**src/fsg_pkg.sv**
```systemverilog
package fsg_pkg;

  // Flash geometry
  localparam int unsigned FLASH_ADDR_W = 12;
  localparam int unsigned CPU_ADDR_W   = 16;
  localparam int unsigned DATA_W       = 8;

  // Area boundaries inside the 4K code space
  localparam logic [11:0] VECTOR_LAST   = 12'h05f;
  localparam logic [11:0] BOOT_LAST     = 12'h1ff;
  localparam logic [11:0] MAIN_LAST     = 12'heff;
  localparam logic [11:0] FREE_LAST     = 12'hffb;
  localparam logic [11:0] CFG_LOW_ADDR  = 12'hffe;
  localparam logic [11:0] CFG_HIGH_ADDR = 12'hfff;
  localparam logic [3:0]  CPU_HIGH_ZERO = 4'h0;

  // Register offsets in the special register space
  localparam logic [7:0] FLASH_COMMAND_OFS = 8'h97;
  localparam logic [7:0] WRITE_GATE_OFS    = 8'hc9;
  localparam logic [7:0] CFG_LOW_OFS       = 8'hf7;

  // Command values
  localparam logic [7:0] CMD_ALL_AREA   = 8'h65;
  localparam logic [7:0] CMD_SW_RESET   = 8'h56;
  localparam logic [7:0] CMD_WRITE_GATE = 8'h47;

  // Bit positions
  localparam int unsigned ALL_AREA_BIT = 0;
  localparam int unsigned WRITE_EN_BIT = 7;
  localparam int unsigned LOCK_BIT     = 1;

  // Reset values
  localparam logic [7:0]  BYTE_ZERO = 8'h00;
  localparam logic [11:0] ADDR_ZERO = 12'h000;

  // Program time and clock
  localparam int unsigned PROG_TIME_NS  = 200000;
  localparam int unsigned CLK_PERIOD_NS = 8;
  localparam int unsigned PROG_CYCLES   = (PROG_TIME_NS + CLK_PERIOD_NS - 1) / CLK_PERIOD_NS;

  // Controller states
  typedef enum logic [3:0] {
    ST_LOAD_LO = 4'b0001,
    ST_LOAD_HI = 4'b0010,
    ST_IDLE    = 4'b0100,
    ST_PROG    = 4'b1000
  } fsg_state_type;

endpackage

```
**src/fsg_area_check.sv**
```systemverilog
`timescale 1ns/100ps
module fsg_area_check (
  input  wire logic [15:0] addr,
  input  wire logic        lock,
  input  wire logic        all_area,
  output logic             code_ok,
  output logic             xd_ok
);

  // Area decode of the CPU address
  wire in_space = (addr[15:12] == fsg_pkg::CPU_HIGH_ZERO);
  wire [11:0] a = addr[11:0];
  wire in_boot  = (a <= fsg_pkg::BOOT_LAST);
  wire in_main  = (a > fsg_pkg::BOOT_LAST) && (a <= fsg_pkg::MAIN_LAST);
  wire in_free  = (a > fsg_pkg::MAIN_LAST) && (a <= fsg_pkg::FREE_LAST);
  wire in_cfg_l = (a > fsg_pkg::FREE_LAST) && (a < fsg_pkg::CFG_HIGH_ADDR);

  // Table reads blocked in a locked boot area and outside the 4K space
  assign code_ok = in_space && !(in_boot && lock);

  // Data moves per area; top configuration byte never reachable
  assign xd_ok = in_space && ((in_boot && !lock && all_area)
                           || (in_main && all_area)
                           || in_free
                           || (in_cfg_l && all_area));

endmodule

```
**src/fsg_prog_timer.sv**
```systemverilog
`timescale 1ns/100ps
module fsg_prog_timer #(
  parameter int unsigned CYCLES = fsg_pkg::PROG_CYCLES
) (
  input  wire logic clk,
  input  wire logic rst,
  input  wire logic start,
  output logic      done
);

  localparam int unsigned CNT_W = $clog2(CYCLES + 1);
  localparam logic [CNT_W-1:0] CNT_LOAD = CNT_W'(CYCLES);
  localparam logic [CNT_W-1:0] CNT_ONE  = CNT_W'(1);
  localparam logic [CNT_W-1:0] CNT_ZERO = '0;

  // Refuse a program time that the counter cannot serve
  if (CYCLES < 1)
  begin : g_cycles_check
    $error("program time must be at least one cycle");
  end

  logic [CNT_W-1:0] cnt_reg;
  logic             done_reg;

  // Down counter, done pulses one cycle after the last cycle of the program time
  always_ff @(posedge clk)
  begin
    if (rst)
    begin
      cnt_reg  <= CNT_ZERO;
      done_reg <= 1'b0;
    end
    else
    begin
      done_reg <= (cnt_reg == CNT_ONE) && !start;
      if (start)
        cnt_reg <= CNT_LOAD;
      else if (cnt_reg != CNT_ZERO)
        cnt_reg <= cnt_reg - CNT_ONE;
    end
  end

  assign done = done_reg;

endmodule

```
**src/fsg_gate.sv**
```systemverilog
`timescale 1ns/100ps
// Notes on behaviour
// - One 4K flash serves fetch and data
// - Top four bytes are configuration; two load
// - Vector range at bottom is always fetchable
// - Boot area: lock blocks table reads and data moves, not fetches, else data moves gated
// - Main area: table reads free, data move reads and writes need flag
// - Free data area always readable, writable when write enable set
// - After reset nothing is writable until gate opens, then only free area
// - Config bytes gated; top byte never moved
// - Power-on copies low byte; software overrides
// - Command 65h sets area flag, others clear
// - Command register reads area flag, bit 0
// - Gate 47h sets write enable, bit 7
// - Data move write programs only when enabled
// - Bytes programmed in place, no erase
// - CPU stalls during programming; rest keeps running
// - Reads add no CPU wait time
// - Lock bit is bit 1 of top byte
// - Command 56h requests a software reset
module fsg_gate #(
  parameter int unsigned PROG_CYCLES = fsg_pkg::PROG_CYCLES
) (
  input  wire logic        clk,
  input  wire logic        rst,
  input  wire logic        por,
  // Special register port
  input  wire logic [7:0]  sfr_addr,
  input  wire logic        sfr_wr,
  input  wire logic        sfr_rd,
  input  wire logic [7:0]  sfr_wdata,
  output logic      [7:0]  sfr_rdata,
  output logic             sfr_hit,
  // Instruction fetch, code-table read and data move ports
  input  wire logic        fetch_rd,
  input  wire logic [11:0] fetch_addr,
  input  wire logic        code_rd,
  input  wire logic [15:0] code_addr,
  input  wire logic        xd_rd,
  input  wire logic        xd_wr,
  input  wire logic [15:0] xd_addr,
  input  wire logic [7:0]  xd_wdata,
  output logic      [7:0]  rd_data,
  output logic             rd_valid,
  output logic             cpu_stall,
  output logic             sw_reset_req,
  // Configuration values for the rest of the chip
  output logic      [7:0]  cfg_low,
  output logic      [7:0]  cfg_high,
  // Flash array port, read data follows the address combinationally
  output logic      [11:0] fl_addr,
  output logic      [7:0]  fl_wdata,
  output logic             fl_prog,
  input  wire logic [7:0]  fl_rdata
);

  // Refuse a program time that the timer cannot count
  if (PROG_CYCLES < 1)
  begin : g_prog_check
    $error("program time must be at least one cycle");
  end

  fsg_pkg::fsg_state_type state_reg;
  fsg_pkg::fsg_state_type state_next;

  logic        all_area_reg;
  logic        write_en_reg;
  logic [7:0]  cfg_low_reg;
  logic [7:0]  cfg_high_reg;
  logic [7:0]  sfr_rdata_reg;
  logic        sfr_hit_reg;
  logic [7:0]  rd_data_reg;
  logic        rd_valid_reg;
  logic        rd_pend_reg;
  logic        rd_ok_reg;
  logic        stall_reg;
  logic        sw_reset_reg;
  logic [11:0] fl_addr_reg;
  logic [11:0] fl_addr_next;
  logic [7:0]  fl_wdata_reg;
  logic        fl_prog_reg;

  wire  lock_bit = cfg_high_reg[fsg_pkg::LOCK_BIT];

  // Permission check for code-table reads
  logic code_ok;
  fsg_area_check u_code_check (
    .addr     (code_addr),
    .lock     (lock_bit),
    .all_area (all_area_reg),
    .code_ok  (code_ok),
    .xd_ok    ()
  );

  // Permission check for data moves
  logic xd_ok;
  fsg_area_check u_xd_check (
    .addr     (xd_addr),
    .lock     (lock_bit),
    .all_area (all_area_reg),
    .code_ok  (),
    .xd_ok    (xd_ok)
  );

  // Program time counter, stalls the CPU only
  logic prog_start;
  logic prog_done;
  fsg_prog_timer #(
    .CYCLES (PROG_CYCLES)
  ) u_timer (
    .clk   (clk),
    .rst   (rst),
    .start (prog_start),
    .done  (prog_done)
  );

  // Special register decode
  wire sel_cmd  = (sfr_addr == fsg_pkg::FLASH_COMMAND_OFS);
  wire sel_gate = (sfr_addr == fsg_pkg::WRITE_GATE_OFS);
  wire sel_low  = (sfr_addr == fsg_pkg::CFG_LOW_OFS);
  wire sel_any  = sel_cmd || sel_gate || sel_low;
  wire wr_cmd   = sfr_wr && sel_cmd;
  wire wr_gate  = sfr_wr && sel_gate;
  wire wr_low   = sfr_wr && sel_low;

  // Command value decode
  wire cmd_is_area  = (sfr_wdata == fsg_pkg::CMD_ALL_AREA);
  wire gate_is_open = (sfr_wdata == fsg_pkg::CMD_WRITE_GATE);
  wire cmd_is_reset = wr_cmd && (sfr_wdata == fsg_pkg::CMD_SW_RESET);

  // Read values of the three registers
  wire [7:0] cmd_view  = {7'h00, all_area_reg};
  wire [7:0] gate_view = {write_en_reg, 7'h00};
  wire [7:0] sfr_view  = sel_cmd  ? cmd_view  :
                         sel_gate ? gate_view :
                         sel_low  ? cfg_low_reg : fsg_pkg::BYTE_ZERO;

  // Request qualification in the running state
  wire idle      = (state_reg == fsg_pkg::ST_IDLE);
  wire fetch_go  = idle && fetch_rd;
  wire code_go   = idle && !fetch_rd && code_rd;
  wire xdr_go    = idle && !fetch_rd && !code_rd && xd_rd;
  wire any_rd    = fetch_go || code_go || xdr_go;
  wire rd_ok     = fetch_go || (code_go && code_ok) || (xdr_go && xd_ok);
  // A write beside a read would program the read address, so reads win
  wire xdw_take  = idle && !any_rd && xd_wr && xd_ok && write_en_reg;
  assign prog_start = xdw_take;

  // Flash address source
  always_comb
  begin
    fl_addr_next = fl_addr_reg;
    if (fetch_go)
      fl_addr_next = fetch_addr;
    else if (code_go)
      fl_addr_next = code_addr[11:0];
    else if (xdr_go)
      fl_addr_next = xd_addr[11:0];
    else if (xdw_take)
      fl_addr_next = xd_addr[11:0];
  end

  // Controller sequence: config load after power-on, then serve requests
  always_comb
  begin
    state_next = state_reg;
    unique case (state_reg)
      fsg_pkg::ST_LOAD_LO: state_next = fsg_pkg::ST_LOAD_HI;
      fsg_pkg::ST_LOAD_HI: state_next = fsg_pkg::ST_IDLE;
      fsg_pkg::ST_IDLE:
      begin
        if (xdw_take)
          state_next = fsg_pkg::ST_PROG;
      end
      fsg_pkg::ST_PROG:
      begin
        if (prog_done)
          state_next = fsg_pkg::ST_IDLE;
      end
      default: state_next = fsg_pkg::ST_IDLE;
    endcase
  end

  // State and stall
  always_ff @(posedge clk)
  begin
    if (rst)
    begin
      state_reg <= por ? fsg_pkg::ST_LOAD_LO : fsg_pkg::ST_IDLE;
      stall_reg <= por;
    end
    else
    begin
      state_reg <= state_next;
      stall_reg <= (state_next != fsg_pkg::ST_IDLE);
    end
  end

  // Flash port: the load walks from the low to the high config byte
  always_ff @(posedge clk)
  begin
    if (rst)
    begin
      fl_addr_reg  <= por ? fsg_pkg::CFG_LOW_ADDR : fsg_pkg::ADDR_ZERO;
      fl_wdata_reg <= fsg_pkg::BYTE_ZERO;
      fl_prog_reg  <= 1'b0;
    end
    else
    begin
      if (state_reg == fsg_pkg::ST_LOAD_LO)
        fl_addr_reg <= fsg_pkg::CFG_HIGH_ADDR;
      else
        fl_addr_reg <= fl_addr_next;
      if (xdw_take)
        fl_wdata_reg <= xd_wdata;
      fl_prog_reg <= (state_next == fsg_pkg::ST_PROG);
    end
  end

  // Configuration copies; other resets keep the loaded values
  always_ff @(posedge clk)
  begin
    if (state_reg == fsg_pkg::ST_LOAD_LO)
      cfg_low_reg <= fl_rdata;
    else if (wr_low && !rst)
      cfg_low_reg <= sfr_wdata;
    if (state_reg == fsg_pkg::ST_LOAD_HI)
      cfg_high_reg <= fl_rdata;
  end

  // Access flags, cleared by every reset; 56h counts as another value
  always_ff @(posedge clk)
  begin
    if (rst)
    begin
      all_area_reg <= 1'b0;
      write_en_reg <= 1'b0;
    end
    else
    begin
      if (wr_cmd)
        all_area_reg <= cmd_is_area;
      if (wr_gate)
        write_en_reg <= gate_is_open;
    end
  end

  // Software reset request, a pulse one cycle after the command
  always_ff @(posedge clk)
  begin
    if (rst)
      sw_reset_reg <= 1'b0;
    else
      sw_reset_reg <= cmd_is_reset;
  end

  // Special register read data
  always_ff @(posedge clk)
  begin
    if (rst)
    begin
      sfr_rdata_reg <= fsg_pkg::BYTE_ZERO;
      sfr_hit_reg   <= 1'b0;
    end
    else
    begin
      sfr_rdata_reg <= sfr_rd ? sfr_view : fsg_pkg::BYTE_ZERO;
      sfr_hit_reg   <= sfr_rd && sel_any;
    end
  end

  // Read pipeline: address out, then data back, no stall
  always_ff @(posedge clk)
  begin
    if (rst)
    begin
      rd_pend_reg  <= 1'b0;
      rd_ok_reg    <= 1'b0;
      rd_valid_reg <= 1'b0;
      rd_data_reg  <= fsg_pkg::BYTE_ZERO;
    end
    else
    begin
      rd_pend_reg  <= any_rd;
      rd_ok_reg    <= rd_ok;
      rd_valid_reg <= rd_pend_reg;
      if (rd_pend_reg)
        rd_data_reg <= rd_ok_reg ? fl_rdata : fsg_pkg::BYTE_ZERO;
    end
  end

  // Outputs straight from flip-flops
  assign sfr_rdata    = sfr_rdata_reg;
  assign sfr_hit      = sfr_hit_reg;
  assign rd_data      = rd_data_reg;
  assign rd_valid     = rd_valid_reg;
  assign cpu_stall    = stall_reg;
  assign sw_reset_req = sw_reset_reg;
  assign cfg_low      = cfg_low_reg;
  assign cfg_high     = cfg_high_reg;
  assign fl_addr      = fl_addr_reg;
  assign fl_wdata     = fl_wdata_reg;
  assign fl_prog      = fl_prog_reg;

endmodule

```
**config.mk**
```make
export PLATFORM = sky130hd
export DESIGN_NAME = fsg_gate
export DESIGN_NICKNAME = d
export VERILOG_FILES = /design/src/fsg_pkg.sv /design/src/fsg_area_check.sv /design/src/fsg_prog_timer.sv /design/src/fsg_gate.sv
export SDC_FILE = /design/constraint.sdc
export NUM_CORES = 1
export LEC_CHECK = 0
export ABC_AREA = 0
export BUFFER_PORTS_ARGS = -buffer_cell sky130_fd_sc_hd__buf_2
export CAP_MARGIN = 40
export CORE_ASPECT_RATIO = 0.7
export CORE_UTILIZATION = 41
export CTS_CLUSTER_DIAMETER = 200
export CTS_CLUSTER_SIZE = 24
export DETAILED_ROUTE_END_ITERATION = 10
export GPL_TIMING_DRIVEN = 0
export PLACE_DENSITY = 0.69
export SLEW_MARGIN = 20
export SYNTH_ARGS = -nofsm -noshare
export SYNTH_HDL_FRONTEND = slang
export SYNTH_HIERARCHICAL = 1
export SYNTH_SLANG_ARGS = --single-unit
```
**constraint.sdc**
```tcl
create_clock -name clk -period 8.1 [get_ports clk]
set_clock_uncertainty 0.1 [all_clocks]
set_input_delay 2.43 -clock clk [delete_from_list [all_inputs] [get_ports clk]]
set_output_delay 2.43 -clock clk [all_outputs]
set_load 0.1 [all_outputs]
```
==> metrics.cfg <==
[routing]
routed-via-count = 3292
drc = 0
firstDrtPassIters = 4
drt_iter0_drc = 151
totalWireLength_um = 9495
ant_nets = 0
wire_per_inst_um = 14.98
via_per_inst = 5.192

[clock_network]
clk_pin_slew_worst_paths_ns = 0.06
cts_tree = yes
cts_buffers = 9
cts_root_buf = clkbuf_16
htreeDepth = 3
cts_sinks = 81
cts-root-to-sink-buffers = 2
cts_setup_buffers = 0
cts_hold_buf = 0
insertion_delay_ns = 0.34
cts_resized = 0

[timing]
worst_pin_slew_ns = 0.8735
fin_ws_ns = 3.450
fin_crit_sh_pct = 57.41
fin_hold_ws_ns = 0.3668
slew_viol_final = 0
layout_min_cycle_time_ns = 4.650
fmax_mhz = 215.1
rsz0062_at_grt = no
finalSetupTns_ns = 0
final_hold_viol_count = 0
slew_headroom_pct = 40.95
setup_viol = 0

[worst_setup_path]
worstPathArrival_ns = 4.79
cp_cell_sequence = buf_2, or4b_4, o211ai_2, a21oi_2, and3_1, nand3_1, buf_2, inv_1, inv_1, nand2_1, a311oi_1
r2r-end = u_timer/cnt_reg[1]
r2r_start = cfg_high[1]
crit_path_max_fanout = 10
worstSetupPathType = in -> reg
endpoint_kind = flip-flop
reg2regPathDepth = 10
cp-start-kind = input pin
cp.required_ns = 8.24
cpPeakStageDelay_ns = 0.53
cp_slowest_cell = or4b_4
endpoint = u_timer/cnt_reg[1]
crit_start = xd_addr[9]
r2r_slack_ns = 5.26

[floorplan]
coreArea_um2 = 8513
start_util_pct = 42.71
dieArea_um2 = 9255
fp.dieH_um = 80.79
ios = 142
die_w_um = 114.6
row_count = 28

[placement]
post-dp-hpwl_um = 7167
placedCellCount = 618
dpl_cell_area_um2 = 4503
place_ws_ns = 3.115
port_buffers = 141
gp_congestion = 0.8149

[synthesis]
synth_area_per_cell_um2 = 10.21
yosys_warnings = 6
syn-num-nets = 443
netlist_area_um2 = 3636
synth_cells = 356

[power]
finalPower_mw = 1.374
p_comb_share_pct = 29.6
power_leakage_nw = 2.120
seqPwrFrac_pct = 36.7
p_clk_share_pct = 33.7
internal-power_uw = 912.3
power.switching_uw = 461.8
irDropWorstVdd_v = 0.0001523
power_per_cell_area_nw_per_um2 = 283.6
p_sw_share_pct = 33.61

[global_routing]
grt_overflow = 0
grt_max_degree = 15
grt_first_pass_wirelength_um = 14440
antenna_found_initial = 0
grt_pass1_vias = 3027
gr-usage-all-layers_pct = 20.54

[min_path]
hold_path.class = reg -> reg

[cells_and_area]
drive_gt1_share_pct = 36.38
area_growth_pct = 33.28
diodes = 0
finalNonFillerCells = 634
final_cell_area_um2 = 4846
fin_util_pct = 56.92
layout.nets = 596
largest_reg_flops = 15
fill_cells = 788

[flow_run]
cap_viol_max_count = 0

[run_status]
status = finished clean

-- how the worst min path moves through the flow --
stage | start | to | slack, ns | depth (start not counted)
after floorplan | u_timer/cnt_reg[6] | u_timer/cnt_reg[6] | 0.34 | 2
after global placement | rd_data[7] | rd_data[7] | 0.35 | 2
after detailed placement | cfg_low[3] | sfr_rdata[3] | 0.36 | 1
after CTS | rd_data[6] | rd_data[6] | 0.37 | 2
after global routing | rd_data[6] | rd_data[6] | 0.38 | 2
final | cfg_low[3] | sfr_rdata[3] | 0.37 | 1
-- final cells by class --
class / instances / area [µm²] / area share [%]
buffer: 18 / 90.09 / 1.859
inverter: 7 / 26.28 / 0.5422
multi-input combinational: 250 / 1624 / 33.51
clock inverter: 7 / 117.6 / 2.427
tap: 120 / 150.1 / 3.098
timing repair buffer: 142 / 710.7 / 14.67
sequential: 81 / 1902 / 39.25
clock buffer: 9 / 225.2 / 4.648
-- worst max-delay path: cells and delay by family --
kind            cells  cell delay, ns
compound gates      3            0.41
buf+inv             4            0.83
simple gates        4            1.11
-- placed cells by master, fill, tap and decap left out, types with 4 or more instances in the layout --
cell type	n
clkbuf_1	10
buf_2	146
nand2_1	36
and3_1	4
o31ai_1	4
a21oi_1	19
inv_1	7
nand3_1	14
nor4_1	5
nor2_1	29
mux2i_1	13
or4_1	8
and2_1	6
nor2b_1	5
clkbuf_16	9
or3_1	11
nand2b_1	15
o21ai_0	9
a311oi_1	12
a31oi_1	4
dfxtp_1	53
mux2_2	7
edfxtp_1	28
nor3_1	6
-- power groups by stage --
| stage | clock (mW) | combinational (mW) | sequential [mW] |
|---|---|---|---|
| final | 0.464 | 0.406 | 0.504 |
| after global routing | 0.486 | 0.447 | 0.511 |
| after CTS | 0.472 | 0.406 | 0.504 |
| after detailed placement | 0 | 0.404 | 0.511 |
| after global placement | 0 | 0.391 | 0.509 |
| after floorplan | 0 | 0.234 | 0.584 |
-- per-layer routing --
metal	wire length (µm)	track usage [%]	vias to the layer above	share of wire [%]
met5	0	0	-	0
met4	82	7.273	0	0.86
met3	619	6.194	6	6.5
met2	4398	33.58	118	46
met1	4394	26.01	1543	46
li1	-	-	1625	-
No activity file was read; power rests on OpenSTA's default activity.
